<file path="src/design/ate_pkg.sv">
// constants and types shared by the acquisition timing engine
package ate_pkg;
  // ****************************************************************
  // register byte offsets
  // ****************************************************************
  localparam logic [7:0] ATE_REG_CTRL = 8'h00;
  localparam logic [7:0] ATE_REG_SRC = 8'h04;
  localparam logic [7:0] ATE_REG_SDIV = 8'h08;
  localparam logic [7:0] ATE_REG_CDIV = 8'h0C;
  localparam logic [7:0] ATE_REG_PRE = 8'h10;
  localparam logic [7:0] ATE_REG_POST = 8'h14;
  localparam logic [7:0] ATE_REG_SDLY = 8'h18;
  localparam logic [7:0] ATE_REG_CDLY = 8'h1C;
  localparam logic [7:0] ATE_REG_CHAN = 8'h20;
  localparam logic [7:0] ATE_REG_FILT = 8'h24;
  localparam logic [7:0] ATE_REG_STAT = 8'h28;
  localparam logic [7:0] ATE_REG_CNT = 8'h2C;
  localparam logic [7:0] ATE_REG_LINE = 8'h30;
  // ****************************************************************
  // field positions
  // ****************************************************************
  localparam int ATE_CTRL_ARM = 0;
  localparam int ATE_CTRL_DISARM = 1;
  localparam int ATE_CTRL_SWSTART = 2;
  localparam int ATE_CTRL_SWSAMPLE = 3;
  localparam int ATE_CTRL_PREMODE = 4;
  localparam int ATE_CTRL_STARTSW = 5;
  localparam int ATE_SRC_STB = 0;
  localparam int ATE_SRC_SSRC = 4;
  localparam int ATE_SRC_CTB = 8;
  localparam int ATE_SRC_CSRC = 12;
  localparam int ATE_LINE_W = 5;
  localparam int ATE_LINE_SMP = 0;
  localparam int ATE_LINE_CNV = 5;
  localparam int ATE_LINE_START = 10;
  localparam int ATE_LINE_REF = 15;
  localparam int ATE_LINE_PAUSE = 20;
  localparam int ATE_LINE_TB = 25;
  localparam int ATE_FILT_LEN = 8;
  localparam int ATE_NFILT = 5;
  localparam int ATE_F_SMP = 0;
  localparam int ATE_F_CNV = 1;
  localparam int ATE_F_START = 2;
  localparam int ATE_F_REF = 3;
  localparam int ATE_F_PAUSE = 4;
  // ****************************************************************
  // reset values
  // ****************************************************************
  localparam logic [31:0] ATE_SDLY_RST = 32'h0000_0004;
  localparam logic [31:0] ATE_CDLY_RST = 32'h0000_0003;
  localparam logic [31:0] ATE_DIV_RST = 32'h0000_0001;
  localparam logic [31:0] ATE_CHAN_RST = 32'h0000_0001;
  // ****************************************************************
  // selections and states
  // ****************************************************************
  typedef enum logic [2:0] {
    ATE_TB_100M = 3'h0, ATE_TB_20M = 3'h1, ATE_TB_100K = 3'h2,
    ATE_TB_BP10M = 3'h3, ATE_TB_EXT = 3'h4, ATE_TB_CMP = 3'h5
  } ate_tb_sel_t;
  typedef enum logic [2:0] {
    ATE_SS_DIV = 3'h0, ATE_SS_CTR = 3'h1, ATE_SS_CMP = 3'h2,
    ATE_SS_SW = 3'h3, ATE_SS_EXT = 3'h4
  } ate_smp_src_t;
  typedef enum logic [1:0] {
    ATE_CS_DIV = 2'h0, ATE_CS_CTR = 2'h1, ATE_CS_CMP = 2'h2, ATE_CS_EXT = 2'h3
  } ate_cnv_src_t;
  typedef enum logic [5:0] {
    ATE_ST_IDLE = 6'h01, ATE_ST_ARMED = 6'h02, ATE_ST_PRE = 6'h04,
    ATE_ST_WREF = 6'h08, ATE_ST_POST = 6'h10, ATE_ST_DONE = 6'h20
  } ate_state_t;
endpackage : ate_pkg

</file>
<file path="src/design/ate_top.sv">
// acquisition timing engine: strobes, sample counter, register slave
//
// The register offsets and the Avalon-MM register port are this design's own decisions.
`timescale 1ns/1ps
module ate_top #(
  parameter int NLINE = 24
) (
  input wire logic clk_i,
  input wire logic reset_n_i,
  input wire logic ce_i,
  input wire logic [7:0] avs_address_i,
  input wire logic avs_read_i,
  input wire logic avs_write_i,
  input wire logic [31:0] avs_writedata_i,
  input wire logic [3:0] avs_byteenable_i,
  output logic [31:0] avs_readdata_o,
  output logic avs_waitrequest_o,
  input wire logic [3:0] tb_tick_i,
  input wire logic [NLINE-1:0] ext_line_i,
  input wire logic cmp_event_i,
  input wire logic ctr_out_i,
  output logic sample_strobe_o,
  output logic conversion_strobe_o,
  output logic start_trigger_o,
  output logic acq_active_o,
  output logic acq_done_o
);
  // ****************************************************************
  // helpers
  // ****************************************************************
  function automatic logic pick_line(input logic [NLINE-1:0] v, input logic [4:0] idx);
    pick_line = (32'(idx) < NLINE) ? v[idx] : 1'b0;
  endfunction : pick_line

  function automatic logic [31:0] be_merge(input logic [31:0] old, input logic [31:0] wd, input logic [3:0] be);
    logic [31:0] m;
    m = {{8{be[3]}}, {8{be[2]}}, {8{be[1]}}, {8{be[0]}}};
    be_merge = (old & ~m) | (wd & m);
  endfunction : be_merge

  function automatic logic tb_pick(input logic [2:0] sel, input logic [3:0] ticks, input logic ext, input logic cmp);
    case (sel)
      ate_pkg::ATE_TB_100M: tb_pick = ticks[0];
      ate_pkg::ATE_TB_20M: tb_pick = ticks[1];
      ate_pkg::ATE_TB_100K: tb_pick = ticks[2];
      ate_pkg::ATE_TB_BP10M: tb_pick = ticks[3];
      ate_pkg::ATE_TB_EXT: tb_pick = ext;
      ate_pkg::ATE_TB_CMP: tb_pick = cmp;
      default: tb_pick = 1'b0;
    endcase
  endfunction : tb_pick

  // ****************************************************************
  // register bus
  // ****************************************************************
  logic ack_q;
  logic wr_take;
  logic [1:0] mode_q;
  logic [31:0] src_q, line_q, sdiv_q, cdiv_q, pre_q, post_q, sdly_q, cdly_q, chan_q, filt_q;
  logic cmd_arm, cmd_disarm, cmd_swstart, cmd_swsample;
  ate_pkg::ate_state_t state_q;
  logic [31:0] cnt_q;
  logic done_q;

  // one wait state: read data are registered in the first cycle
  assign avs_waitrequest_o = (avs_read_i | avs_write_i) & ~ack_q;
  assign wr_take = avs_write_i & ack_q;
  assign cmd_arm = wr_take && avs_address_i == ate_pkg::ATE_REG_CTRL && avs_byteenable_i[0]
                   && avs_writedata_i[ate_pkg::ATE_CTRL_ARM];
  assign cmd_disarm = wr_take && avs_address_i == ate_pkg::ATE_REG_CTRL && avs_byteenable_i[0]
                      && avs_writedata_i[ate_pkg::ATE_CTRL_DISARM];
  assign cmd_swstart = wr_take && avs_address_i == ate_pkg::ATE_REG_CTRL && avs_byteenable_i[0]
                       && avs_writedata_i[ate_pkg::ATE_CTRL_SWSTART];
  assign cmd_swsample = wr_take && avs_address_i == ate_pkg::ATE_REG_CTRL && avs_byteenable_i[0]
                        && avs_writedata_i[ate_pkg::ATE_CTRL_SWSAMPLE];

  always_ff @(posedge clk_i) begin
    if (!reset_n_i) begin
      ack_q <= 1'b0;
      avs_readdata_o <= 32'h0000_0000;
    end else if (ce_i) begin
      ack_q <= (avs_read_i | avs_write_i) & ~ack_q;
      if (avs_read_i && !ack_q) begin
        case (avs_address_i)
          ate_pkg::ATE_REG_CTRL: avs_readdata_o <= {26'h000_0000, mode_q, 4'h0};
          ate_pkg::ATE_REG_SRC: avs_readdata_o <= src_q;
          ate_pkg::ATE_REG_SDIV: avs_readdata_o <= sdiv_q;
          ate_pkg::ATE_REG_CDIV: avs_readdata_o <= cdiv_q;
          ate_pkg::ATE_REG_PRE: avs_readdata_o <= pre_q;
          ate_pkg::ATE_REG_POST: avs_readdata_o <= post_q;
          ate_pkg::ATE_REG_SDLY: avs_readdata_o <= sdly_q;
          ate_pkg::ATE_REG_CDLY: avs_readdata_o <= cdly_q;
          ate_pkg::ATE_REG_CHAN: avs_readdata_o <= chan_q;
          ate_pkg::ATE_REG_FILT: avs_readdata_o <= filt_q;
          ate_pkg::ATE_REG_STAT: avs_readdata_o <= {24'h00_0000, 1'b0, done_q, state_q};
          ate_pkg::ATE_REG_CNT: avs_readdata_o <= cnt_q;
          ate_pkg::ATE_REG_LINE: avs_readdata_o <= line_q;
          default: avs_readdata_o <= 32'h0000_0000;
        endcase
      end
    end
  end

  always_ff @(posedge clk_i) begin
    if (!reset_n_i) begin
      mode_q <= 2'h0;
      src_q <= 32'h0000_0000;
      line_q <= 32'h0000_0000;
      sdiv_q <= ate_pkg::ATE_DIV_RST;
      cdiv_q <= ate_pkg::ATE_DIV_RST;
      pre_q <= 32'h0000_0000;
      post_q <= 32'h0000_0000;
      sdly_q <= ate_pkg::ATE_SDLY_RST;
      cdly_q <= ate_pkg::ATE_CDLY_RST;
      chan_q <= ate_pkg::ATE_CHAN_RST;
      filt_q <= 32'h0000_0000;
    end else if (ce_i && wr_take) begin
      case (avs_address_i)
        ate_pkg::ATE_REG_CTRL: begin
          if (avs_byteenable_i[0]) begin
            mode_q <= avs_writedata_i[ate_pkg::ATE_CTRL_STARTSW:ate_pkg::ATE_CTRL_PREMODE];
          end
        end
        ate_pkg::ATE_REG_SRC: src_q <= be_merge(src_q, avs_writedata_i, avs_byteenable_i);
        ate_pkg::ATE_REG_SDIV: sdiv_q <= be_merge(sdiv_q, avs_writedata_i, avs_byteenable_i);
        ate_pkg::ATE_REG_CDIV: cdiv_q <= be_merge(cdiv_q, avs_writedata_i, avs_byteenable_i);
        ate_pkg::ATE_REG_PRE: pre_q <= be_merge(pre_q, avs_writedata_i, avs_byteenable_i);
        ate_pkg::ATE_REG_POST: post_q <= be_merge(post_q, avs_writedata_i, avs_byteenable_i);
        ate_pkg::ATE_REG_SDLY: sdly_q <= be_merge(sdly_q, avs_writedata_i, avs_byteenable_i);
        ate_pkg::ATE_REG_CDLY: cdly_q <= be_merge(cdly_q, avs_writedata_i, avs_byteenable_i);
        ate_pkg::ATE_REG_CHAN: chan_q <= be_merge(chan_q, avs_writedata_i, avs_byteenable_i);
        ate_pkg::ATE_REG_FILT: filt_q <= be_merge(filt_q, avs_writedata_i, avs_byteenable_i);
        ate_pkg::ATE_REG_LINE: line_q <= be_merge(line_q, avs_writedata_i, avs_byteenable_i);
        default: ;
      endcase
    end
  end

  // ****************************************************************
  // pin synchronisers, filters, edges
  // ****************************************************************
  logic [NLINE:0] sync0_q, sync1_q, prev_q;
  logic [NLINE:0] rise;
  logic [ate_pkg::ATE_NFILT-1:0] flt_raw, flt_q, flt_prev_q, flt_rise;

  always_ff @(posedge clk_i) begin
    if (!reset_n_i) begin
      sync0_q <= '0;
      sync1_q <= '0;
      prev_q <= '0;
    end else if (ce_i) begin
      sync0_q <= {cmp_event_i, ext_line_i};
      sync1_q <= sync0_q;
      prev_q <= sync1_q;
    end
  end
  assign rise = sync1_q & ~prev_q;

  assign flt_raw[ate_pkg::ATE_F_SMP] = pick_line(sync1_q[NLINE-1:0], line_q[ate_pkg::ATE_LINE_SMP +: 5]);
  assign flt_raw[ate_pkg::ATE_F_CNV] = pick_line(sync1_q[NLINE-1:0], line_q[ate_pkg::ATE_LINE_CNV +: 5]);
  assign flt_raw[ate_pkg::ATE_F_START] = pick_line(sync1_q[NLINE-1:0], line_q[ate_pkg::ATE_LINE_START +: 5]);
  assign flt_raw[ate_pkg::ATE_F_REF] = pick_line(sync1_q[NLINE-1:0], line_q[ate_pkg::ATE_LINE_REF +: 5]);
  assign flt_raw[ate_pkg::ATE_F_PAUSE] = pick_line(sync1_q[NLINE-1:0], line_q[ate_pkg::ATE_LINE_PAUSE +: 5]);

  // a level must hold for the programmed cycles before it passes
  for (genvar gi = 0; gi < ate_pkg::ATE_NFILT; gi++) begin : g_filt
    logic [7:0] stab_q;
    always_ff @(posedge clk_i) begin
      if (!reset_n_i) begin
        stab_q <= 8'h00;
        flt_q[gi] <= 1'b0;
        flt_prev_q[gi] <= 1'b0;
      end else if (ce_i) begin
        flt_prev_q[gi] <= flt_q[gi];
        if (!filt_q[gi] || flt_raw[gi] == flt_q[gi]) begin
          stab_q <= 8'h00;
          flt_q[gi] <= flt_raw[gi];
        end else if (stab_q >= filt_q[ate_pkg::ATE_FILT_LEN +: 8]) begin
          stab_q <= 8'h00;
          flt_q[gi] <= flt_raw[gi];
        end else begin
          stab_q <= stab_q + 8'h01;
        end
      end
    end
  end
  assign flt_rise = flt_q & ~flt_prev_q;

  // ****************************************************************
  // shadow configuration, sample counter, sequencer
  // ****************************************************************
  logic [31:0] pre_s, post_s, sdiv_s, cdiv_s, sdly_s, cdly_s, chan_s;
  logic pre_mode_s, start_sw_s;
  logic running, start_ev, ref_ev, smp_raw, smp_acc, div_stb;
  logic tb_ext_rise;

  assign tb_ext_rise = pick_line(rise[NLINE-1:0], line_q[ate_pkg::ATE_LINE_TB +: 5]);
  assign running = state_q == ate_pkg::ATE_ST_PRE || state_q == ate_pkg::ATE_ST_WREF
                   || state_q == ate_pkg::ATE_ST_POST;
  assign start_ev = state_q == ate_pkg::ATE_ST_ARMED
                    && (start_sw_s ? cmd_swstart : flt_rise[ate_pkg::ATE_F_START]);
  assign ref_ev = flt_rise[ate_pkg::ATE_F_REF];

  always_comb begin
    case (src_q[ate_pkg::ATE_SRC_SSRC +: 3])
      ate_pkg::ATE_SS_DIV: smp_raw = div_stb;
      ate_pkg::ATE_SS_CTR: smp_raw = ctr_out_i;
      ate_pkg::ATE_SS_CMP: smp_raw = rise[NLINE];
      ate_pkg::ATE_SS_SW: smp_raw = cmd_swsample;
      ate_pkg::ATE_SS_EXT: smp_raw = flt_rise[ate_pkg::ATE_F_SMP];
      default: smp_raw = 1'b0;
    endcase
  end
  assign smp_acc = smp_raw && running && !flt_q[ate_pkg::ATE_F_PAUSE];

  always_ff @(posedge clk_i) begin
    if (!reset_n_i) begin
      pre_s <= 32'h0000_0000;
      post_s <= 32'h0000_0000;
      sdiv_s <= ate_pkg::ATE_DIV_RST;
      cdiv_s <= ate_pkg::ATE_DIV_RST;
      sdly_s <= ate_pkg::ATE_SDLY_RST;
      cdly_s <= ate_pkg::ATE_CDLY_RST;
      chan_s <= ate_pkg::ATE_CHAN_RST;
      pre_mode_s <= 1'b0;
      start_sw_s <= 1'b0;
    end else if (ce_i && cmd_arm && (state_q == ate_pkg::ATE_ST_IDLE || state_q == ate_pkg::ATE_ST_DONE)) begin
      pre_s <= pre_q;
      post_s <= post_q;
      sdiv_s <= sdiv_q;
      cdiv_s <= cdiv_q;
      sdly_s <= sdly_q;
      cdly_s <= cdly_q;
      chan_s <= chan_q;
      // mode bits of the arming write itself, not the stale stored copy
      pre_mode_s <= avs_writedata_i[ate_pkg::ATE_CTRL_PREMODE];
      start_sw_s <= avs_writedata_i[ate_pkg::ATE_CTRL_STARTSW];
    end
  end

  always_ff @(posedge clk_i) begin
    if (!reset_n_i) begin
      state_q <= ate_pkg::ATE_ST_IDLE;
      cnt_q <= 32'h0000_0000;
      done_q <= 1'b0;
    end else if (ce_i) begin
      if (cmd_disarm) begin
        state_q <= ate_pkg::ATE_ST_IDLE;
      end else begin
        case (state_q)
          ate_pkg::ATE_ST_IDLE, ate_pkg::ATE_ST_DONE: begin
            if (cmd_arm) begin
              state_q <= ate_pkg::ATE_ST_ARMED;
              done_q <= 1'b0;
            end
          end
          ate_pkg::ATE_ST_ARMED: begin
            if (start_ev && pre_mode_s) begin
              cnt_q <= pre_s;
              state_q <= (pre_s == 32'h0000_0000) ? ate_pkg::ATE_ST_WREF : ate_pkg::ATE_ST_PRE;
            end else if (start_ev) begin
              cnt_q <= post_s;
              state_q <= (post_s == 32'h0000_0000) ? ate_pkg::ATE_ST_DONE : ate_pkg::ATE_ST_POST;
              done_q <= post_s == 32'h0000_0000;
            end
          end
          ate_pkg::ATE_ST_PRE: begin
            if (smp_acc) begin
              cnt_q <= cnt_q - 32'h0000_0001;
              if (cnt_q <= 32'h0000_0001) begin
                state_q <= ate_pkg::ATE_ST_WREF;
              end
            end
          end
          ate_pkg::ATE_ST_WREF: begin
            // reference edges seen while in PRE never reach here
            if (ref_ev) begin
              cnt_q <= post_s;
              state_q <= (post_s == 32'h0000_0000) ? ate_pkg::ATE_ST_DONE : ate_pkg::ATE_ST_POST;
              done_q <= post_s == 32'h0000_0000;
            end
          end
          ate_pkg::ATE_ST_POST: begin
            if (smp_acc) begin
              cnt_q <= cnt_q - 32'h0000_0001;
              if (cnt_q <= 32'h0000_0001) begin
                state_q <= ate_pkg::ATE_ST_DONE;
                done_q <= 1'b1;
              end
            end
          end
          default: state_q <= ate_pkg::ATE_ST_IDLE;
        endcase
      end
    end
  end

  // ****************************************************************
  // sample divider and conversion sequencer
  // ****************************************************************
  logic [31:0] sdiv_cnt_q, cdiv_cnt_q, conv_left_q;
  logic stb_tick, ctb_tick, conv_ev, conv_fire;

  assign stb_tick = tb_pick(src_q[ate_pkg::ATE_SRC_STB +: 3], tb_tick_i, tb_ext_rise, rise[NLINE]);
  assign ctb_tick = tb_pick(src_q[ate_pkg::ATE_SRC_CTB +: 3], tb_tick_i, tb_ext_rise, rise[NLINE]);
  assign div_stb = running && stb_tick && sdiv_cnt_q <= 32'h0000_0001;

  // divider is preloaded with the start delay so the first strobe trails the start
  always_ff @(posedge clk_i) begin
    if (!reset_n_i) begin
      sdiv_cnt_q <= ate_pkg::ATE_SDLY_RST;
    end else if (ce_i) begin
      if (start_ev) begin
        sdiv_cnt_q <= sdly_s;
      end else if (running && stb_tick) begin
        sdiv_cnt_q <= div_stb ? sdiv_s : sdiv_cnt_q - 32'h0000_0001;
      end
    end
  end

  always_comb begin
    case (src_q[ate_pkg::ATE_SRC_CSRC +: 2])
      ate_pkg::ATE_CS_DIV: conv_ev = ctb_tick && cdiv_cnt_q <= 32'h0000_0001;
      ate_pkg::ATE_CS_CTR: conv_ev = ctr_out_i;
      ate_pkg::ATE_CS_CMP: conv_ev = rise[NLINE];
      ate_pkg::ATE_CS_EXT: conv_ev = flt_rise[ate_pkg::ATE_F_CNV];
      default: conv_ev = 1'b0;
    endcase
  end
  assign conv_fire = conv_ev && conv_left_q != 32'h0000_0000 && !smp_acc;

  always_ff @(posedge clk_i) begin
    if (!reset_n_i) begin
      cdiv_cnt_q <= ate_pkg::ATE_CDLY_RST;
      conv_left_q <= 32'h0000_0000;
    end else if (ce_i) begin
      if (smp_acc) begin
        cdiv_cnt_q <= cdly_s;
        conv_left_q <= chan_s;
      end else if (conv_left_q != 32'h0000_0000) begin
        if (conv_fire) begin
          conv_left_q <= conv_left_q - 32'h0000_0001;
          cdiv_cnt_q <= (conv_left_q == 32'h0000_0001) ? cdly_s : cdiv_s;
        end else if (ctb_tick) begin
          cdiv_cnt_q <= cdiv_cnt_q - 32'h0000_0001;
        end
      end
    end
  end

  // ****************************************************************
  // outputs
  // ****************************************************************
  always_ff @(posedge clk_i) begin
    if (!reset_n_i) begin
      sample_strobe_o <= 1'b0;
      conversion_strobe_o <= 1'b0;
      start_trigger_o <= 1'b0;
    end else if (ce_i) begin
      sample_strobe_o <= smp_acc;
      conversion_strobe_o <= conv_fire;
      start_trigger_o <= start_ev && start_sw_s;
    end
  end
  assign acq_active_o = running;
  assign acq_done_o = done_q;

  // ****************************************************************
  // assertions
  // ****************************************************************
  a_idle_no_strobe: assert property (@(posedge clk_i) disable iff (!reset_n_i)
    ce_i && !running |=> !sample_strobe_o) else $error("sample strobe while idle");
  a_post_load: assert property (@(posedge clk_i) disable iff (!reset_n_i)
    ce_i && !cmd_disarm && start_ev && !pre_mode_s |=> cnt_q == post_s) else $error("post count not loaded");
  a_pre_load: assert property (@(posedge clk_i) disable iff (!reset_n_i)
    ce_i && !cmd_disarm && start_ev && pre_mode_s |=> cnt_q == pre_s) else $error("pre count not loaded");
  a_count_decr: assert property (@(posedge clk_i) disable iff (!reset_n_i)
    ce_i && !cmd_disarm && smp_acc && state_q != ate_pkg::ATE_ST_WREF
    |=> cnt_q == $past(cnt_q) - 32'h0000_0001) else $error("counter did not decrement");
  a_ref_ignored: assert property (@(posedge clk_i) disable iff (!reset_n_i)
    ce_i && state_q == ate_pkg::ATE_ST_PRE && ref_ev |=> state_q != ate_pkg::ATE_ST_POST)
    else $error("early reference accepted");
  a_ref_reload: assert property (@(posedge clk_i) disable iff (!reset_n_i)
    ce_i && !cmd_disarm && state_q == ate_pkg::ATE_ST_WREF && ref_ev |=> cnt_q == post_s)
    else $error("post count not reloaded");
  a_done_flag: assert property (@(posedge clk_i) disable iff (!reset_n_i)
    ce_i && !cmd_disarm && state_q == ate_pkg::ATE_ST_POST && smp_acc && cnt_q == 32'h0000_0001
    |=> acq_done_o && !acq_active_o) else $error("completion not flagged");
  a_sw_start: assert property (@(posedge clk_i) disable iff (!reset_n_i)
    ce_i && start_ev && start_sw_s |=> start_trigger_o) else $error("no software start pulse");
  a_conv_bound: assert property (@(posedge clk_i) disable iff (!reset_n_i)
    ce_i && conv_left_q == 32'h0000_0000 && !smp_acc |=> !conversion_strobe_o)
    else $error("conversion outside sample");
  c_post_done: cover property (@(posedge clk_i) disable iff (!reset_n_i)
    state_q == ate_pkg::ATE_ST_POST ##1 state_q == ate_pkg::ATE_ST_DONE);
  c_pre_ref: cover property (@(posedge clk_i) disable iff (!reset_n_i)
    state_q == ate_pkg::ATE_ST_WREF ##1 state_q == ate_pkg::ATE_ST_POST);
  c_pause_drop: cover property (@(posedge clk_i) disable iff (!reset_n_i)
    smp_raw && running && flt_q[ate_pkg::ATE_F_PAUSE]);
endmodule : ate_top

</file>
<file path="config.mk">
export PLATFORM = sky130hd
export DESIGN_NAME = ate_top
export DESIGN_NICKNAME = d
export VERILOG_FILES = /design/src/design/ate_pkg.sv /design/src/design/ate_top.sv
export SDC_FILE = /design/constraint.sdc
export NUM_CORES = 2
export LEC_CHECK = 0
export BUFFER_PORTS_ARGS = -buffer_cell sky130_fd_sc_hd__buf_4
export CAP_MARGIN = 20
export CORE_MARGIN = 1.5
export CORE_UTILIZATION = 40
export CTS_CLUSTER_DIAMETER = 40
export DETAILED_ROUTE_END_ITERATION = 7
export PLACE_DENSITY_LB_ADDON = 0.12
export SKIP_LAST_GASP = 1
export SLEW_MARGIN = 20
export SYNTH_ARGS = -nofsm -noshare
export SYNTH_HDL_FRONTEND = slang
export SYNTH_SLANG_ARGS = --single-unit
</file>
<file path="constraint.sdc">
create_clock -name clk_i -period 3.08 [get_ports clk_i]
set_input_delay 0.308 -clock clk_i [delete_from_list [all_inputs] [get_ports clk_i]]
set_output_delay 0.308 -clock clk_i [all_outputs]
set_load 0.02 [all_outputs]
</file>
* After elaboration in Yosys (flattened, before gate mapping)
Cells that the tools add are included.
** Word-level totals
- Register bits :: 843
- RAM bits :: 0
- Memory bits (read-only) :: 0
- Latch bits :: 0
- Logic and storage cells :: 323
- Memories :: 0
- Output and inout port bits :: 38
** Cells by class
- Add/subtract/negate cells :: 9
- Multipliers :: 0
- Eq/ne operators :: 56
- Divide/modulo/power cells :: 0
- Multiplexer cells :: 79
- Bitwise operators :: 31
- Shifts and indexed selects :: 0
- Magnitude comparators :: 20
- Reduce and logical (&&, ||, !) cells :: 80
** Operators by type and width (count)
- $mux W32 :: 15
- $pmux W32 S13 :: 1
- $and A32 B32 Y32 :: 11
- $or A32 B32 Y32 :: 10
- $sub A32 B1 Y32 const B :: 4
- $le A32 B1 Y1 const B :: 3
- $pmux W32 S3 :: 1
- $mux W8 :: 10
- $logic_not A32 Y1 :: 2
- $mux W6 :: 10
- $add A8 B1 Y8 const B :: 5
- $eq A8 B6 Y1 const B :: 5
- $ge A8 B8 Y1 :: 5
- $lt A5 B6 Y1 const B :: 6
- $reduce_and A2 Y1 :: 17
- $eq A32 B1 Y1 const B :: 1
- $eq A8 B5 Y1 const B :: 4
- $not A32 Y32 :: 1
- $reduce_bool A32 Y1 :: 1
- $bmux W1 S5 :: 6
- $lt A5 B5 Y1 const B :: 6
- $pmux W6 S5 :: 1
- $mux W1 :: 29
- $and A25 B25 Y25 :: 1
- 43 further kinds :: 120

* Logic depth before layout (Yosys ltp)
- Word-level depth :: 16
- Gate-level depth with buffers :: 14
- Gate-level depth less buffers :: 11

* Worst setup path after synthesis
Ideal clock, no wire load.
- Kind :: input to register
- From :: input avs_address_i[2]
- To :: register cnt_q[28]
- Arrival :: 2583 ps
- Required time :: 2965 ps
- Library setup time :: 115 ps
- Path slack :: 382 ps
- Cell stages on the path :: 13
- Cell sequence :: clkbuf_1 or4_1 clkbuf_1 nor4_1 o21ba_2 buf_2 and2_1 buf_2 nor2_1 buf_2 a221oi_1 nor2_1 o21a_1
** On the way
- Word-level cells in the longest chain between the ends :: 9
- Elaborated cells between the ends (all ways) :: 18
- Classes of those cells :: 2 x eq/ne; 4 x mux; 1 x bitwise; 11 x reduce/logical
** RTL lines
- from (decl) :: RTL line ate_top.sv:11 : input wire logic [7:0] avs_address_i,
- $logic_not A8 Y1 (*) :: RTL line ate_top.sv:70, ate_top.sv:72, ate_top.sv:74
- $logic_and A1 B1 Y1 (*) (2 in a row) :: RTL line ate_top.sv:70, ate_top.sv:72, ate_top.sv:74
- $logic_and A1 B1 Y1 (on tied branches) :: RTL line ate_top.sv:75, ate_top.sv:73
- $pmux W1 S5 / $mux W1 (equally long branches) :: RTL line ate_top.sv:205, ate_top.sv:201
- $logic_and A1 B1 Y1 (on tied branches) :: RTL line ate_top.sv:214, ate_top.sv:201
- $logic_and A1 B1 Y1 (on tied branches) :: RTL line ate_top.sv:214, ate_top.sv:258
- $ne A2 B1 Y1 (no source line), or another cell as far along
- $reduce_and A6 Y1 (no source line) / $pmux W32 S3 (equally long branches)
- to (signal assigned) :: RTL line ate_top.sv:259 : cnt_q <= pre_s;
- to (signal assigned) :: RTL line ate_top.sv:262 : cnt_q <= post_s;
- to (signal assigned) :: RTL line ate_top.sv:269 : cnt_q <= cnt_q - 32'h0000_0001;
- to (decl) :: RTL line ate_top.sv:62 : logic [31:0] cnt_q;
Every way passes the cells marked *; elsewhere a longest branch is shown, timed or not.
A chain may end at the register's enable or synchronous reset.

* Worst setup path in the final report
- From :: register prev_q[6]
- To :: register conv_left_q[23]
** On the way
- Word-level cells in the longest chain between the ends :: 15
- Elaborated cells between the ends (all ways) :: 21
- Classes of those cells :: 8 x mux; 2 x bitwise; 11 x reduce/logical
** RTL lines
- from (decl) :: RTL line ate_top.sv:142 : logic [NLINE:0] sync0_q, sync1_q, prev_q;
- from (signal assigned) :: RTL line ate_top.sv:154 : prev_q <= sync1_q;
- $not A25 Y25 (*) :: RTL line ate_top.sv:157 : assign rise = sync1_q & ~prev_q;
- $and A25 B25 Y25 (*) :: RTL line ate_top.sv:157
- $bmux W1 S5 (*) :: RTL line ate_top.sv:32 : pick_line = (32'(idx) < NLINE) ? v[idx] : 1'b0;
- $mux W1 (implied by the code) (*) :: RTL line ate_top.sv:32
- $mux W1 (*) :: RTL line ate_top.sv:32
- $pmux W1 S6 :: RTL line ate_top.sv:42 : case (sel)
- $logic_and A1 B1 Y1 (2 in a row) :: RTL line ate_top.sv:306 : assign div_stb = running && stb_tick && sdiv_cnt_q <= 32'h0000_0001;
- $pmux W1 S5 :: RTL line ate_top.sv:205 : case (src_q[ate_pkg::ATE_SRC_SSRC +: 3])
- $logic_and A1 B1 Y1 (2 in a row) :: RTL line ate_top.sv:214 : assign smp_acc = smp_raw && running && !flt_q[ate_pkg::ATE_F_PAUSE];
- $logic_not A1 Y1 :: RTL line ate_top.sv:330 : assign conv_fire = conv_ev && conv_left_q != 32'h0000_0000 && !smp_acc;
- $logic_and A1 B1 Y1 :: RTL line ate_top.sv:330
- $reduce_bool A2 Y1 (no source line)
- $reduce_and A3 Y1 (no source line)
- to (signal assigned) :: RTL line ate_top.sv:339 : conv_left_q <= chan_s;
- to (signal assigned) :: RTL line ate_top.sv:342 : conv_left_q <= conv_left_q - 32'h0000_0001;
- to (decl) :: RTL line ate_top.sv:301 : logic [31:0] sdiv_cnt_q, cdiv_cnt_q, conv_left_q;
Every way passes the cells marked *; elsewhere a longest branch is shown, timed or not. The select of a mux whose other input is x is not followed.

==> results.cfg <==
[worst_hold_path]
min-delay-path-class = in -> reg

[synthesis]
synthesis.nets = 5012
yosysTopAreaCellShare_pct = 43.8
synth_top_family_by_area = simple AND/OR/NAND/NOR gates
yosysSeqAreaShare_pct = 43.8
ys_ff_latch = 843
synth_xor_area_share_pct = 2.07
synthAdderAreaFrac_pct = 1.72
synth.top_cells.by_area = dfxtp_1 44%, nand2_1 13%, a21oi_1 8.6%
synth_compound_area_share_pct = 20.3
synthCells = 4880
ys_types = 80
yosys_warnings = 0
syn_area_per_cell_sq_um = 7.89
synth_mux_area_share_pct = 5.22
synth_top_area_cell = dfxtp_1
synth_edf_count = 0
syn-cell-area_sq_um = 38500
synthArstFlopShare_pct = 0
synth-simple-area-share_pct = 22.8
ys.flop_type = dfxtp_1

[timing]
post-route-min-period_ns = 3.07
rsz0062_at_grt = yes
drv_slew = 0
fin_crit_sh_pct = 99.7
clock.fmax_mhz = 326
skew_ns = 0.0434
maxSlewHeadroom_pct = 25.3
worst_pin_slew_ns = 1.12
finalHoldViolCount = 0
finalSetupViolCount = 0

[detailed_routing]
wl_per_cell_um = 24.4
final_antenna_net_count = 0
route.vias.total = 38138
vias_per_cell = 5.80
drt_iter0_markers = 4077
first_pass_iters = 6
drc = 0
wl_um = 161000

[layout]
fillers = 9225
drive_above_1_share_pct = 15.3
most-common-layout-cells = 1342 x nand2_1, 841 x dfxtp_1, 661 x a21oi_1
final_net_count = 5326
mostFrequentLayoutCell = nand2_1
finalNonFillerCells = 6576
syn_to_final_growth_pct = 25.8
diodes = 0
multi_input_area_sq_um = 20300
area.sequential_sq_um = 16900

[global_routing]
grt_pass1_wl_um = 235000
overflow = 0
antenna_found_initial = 3
grt_max_degree = 182
grt_pass1_vias = 35575
grt_usage_pct = 31.9

[placement]
placed_cells = 6247
gp_congestion = 0.995
port_buffers = 116
dp_hpwl_um = 114000

[cts]
cts_tree = done
clkTransAtPathRegs_ns = 0.06
htreeDepth = 4
cts-root-buf = clkbuf_16
numCtsBuffers = 139
cts.sinks = 843
clock_latency_ns = 0.76
clock_path_buffers = 3

[worst_setup_path]
arrival_ns = 3.71
cp_max_fo = 13
cp_data_required_time_ns = 3.72
path_class = reg -> reg
end_kind = register
start_kind = register

[status]
status = finished clean

[die]
core_region_area_sq_um = 95200
fp-row-count = 113
ios = 117
dieArea_sq_um = 98100
fp.dieW_um = 313
start_util_pct = 40.5
die_h_um = 313

[power_and_ir_drop]
power_uw = 28900
power.static_leakage_uw = 0.0175
ir_drop_mv = 0.477
pwr_density_cell_nw_per_um2 = 597

[run]
drv_cap = 0
## layer usage
metal	vias to the layer above	share of wire [%]	global-route usage, %
li1	17774	-	-
met1	18256	42	42.2
met2	1715	44	48.3
met3	389	8.6	6.83
met4	4	5.9	17.7
met5	-	0.017	0
## worst max-delay path, stage by stage, from the launching register on
cell       delay [ns]
dfxtp_1          0.31
nand2b_1         0.14
mux4_2           0.50
a21oi_2          0.21
a41oi_4          0.17
o21a_4           0.30
or3_4            0.41
buf_6            0.14
a21oi_4          0.21
buf_4            0.16
clkbuf_16        0.16
o21ai_0          0.09
o22ai_1          0.15
## cell type report
| class | count | area share [%] |
|---|---|---|
| clock buffers | 173 | 7.84 |
| clock inverters | 85 | 2.56 |
| inverters | 52 | 0.419 |
| multi-input cells | 3654 | 41.9 |
| flip-flops and latches | 843 | 34.9 |
| well taps | 1265 | 3.27 |
| repair buffers | 504 | 9.12 |
## synth_stat cells, types with 26 or more instances
| cell type | n |
|---|---|
| a211oi_1 | 37 |
| a21oi_1 | 662 |
| a221oi_1 | 82 |
| a22o_1 | 26 |
| a22oi_1 | 66 |
| a31oi_1 | 64 |
| and3_1 | 36 |
| buf_2 | 47 |
| clkbuf_1 | 253 |
| dfxtp_1 | 843 |
| ha_1 | 53 |
| inv_1 | 51 |
| mux2i_1 | 105 |
| mux4_2 | 41 |
| nand2_1 | 1342 |
| nand2b_1 | 32 |
| nand3_1 | 60 |
| nor2_1 | 358 |
| nor3_1 | 66 |
| nor4_1 | 46 |
| o211ai_1 | 27 |
| o21ai_0 | 132 |
| xnor2_1 | 44 |
| xor2_1 | 47 |
## worst paths after layout
check / start / end / slack (ns) / cells past startpoint
worst min-delay path: avs_address_i[0] / avs_readdata_o[5] / 0.27 / 5
worst max register to register: prev_q[6] / conv_left_q[23] / 0.01 / 12
worst max-delay path: prev_q[6] / conv_left_q[23] / 0.01 / 12
worst min register to register: cdly_s[19] / cdly_s[19] / 0.45 / 2
## what timing repair did
action	CTS	global route
hold buffers	62	0
endpoints found under the setup margin	53	90
resized for setup	9	29
hold endpoints to repair	360	0
gates cloned	0	3
buffers inserted	1	5
pin swaps	2	9
## power by group
group / switching [uW] / internal (uW)
Sequential: 75.6 / 11000
Clock: 6210 / 10500
Combinational: 736 / 393
## stage by stage
stage	utilization [%]	setup TNS, ns	area (sq um)	setup slack, ns	hold slack [ns]
CTS	50.6	0	48200	0.00474	0.233
finish	50.9	0	48400	0.0104	0.273
global route	50.9	-0.359	48400	-0.0509	0.309
global placement	44.6	-5.04	42500	-0.256	0.442
floorplan	-	0	38500	0.382	0.431
detailed placement	44.6	-6.55	42500	-0.320	0.446
## kinds of logic (layout without fill, tap and decap cells)
kind of cell	Yosys count	in the layout
compound gates	1277	1277
xor+xnor	91	91
fa+ha+maj	53	53
buf+inv	383	814
flops	843	843
mux	149	149
simple gates	2084	2084
(Power assumes the default switching activity.)
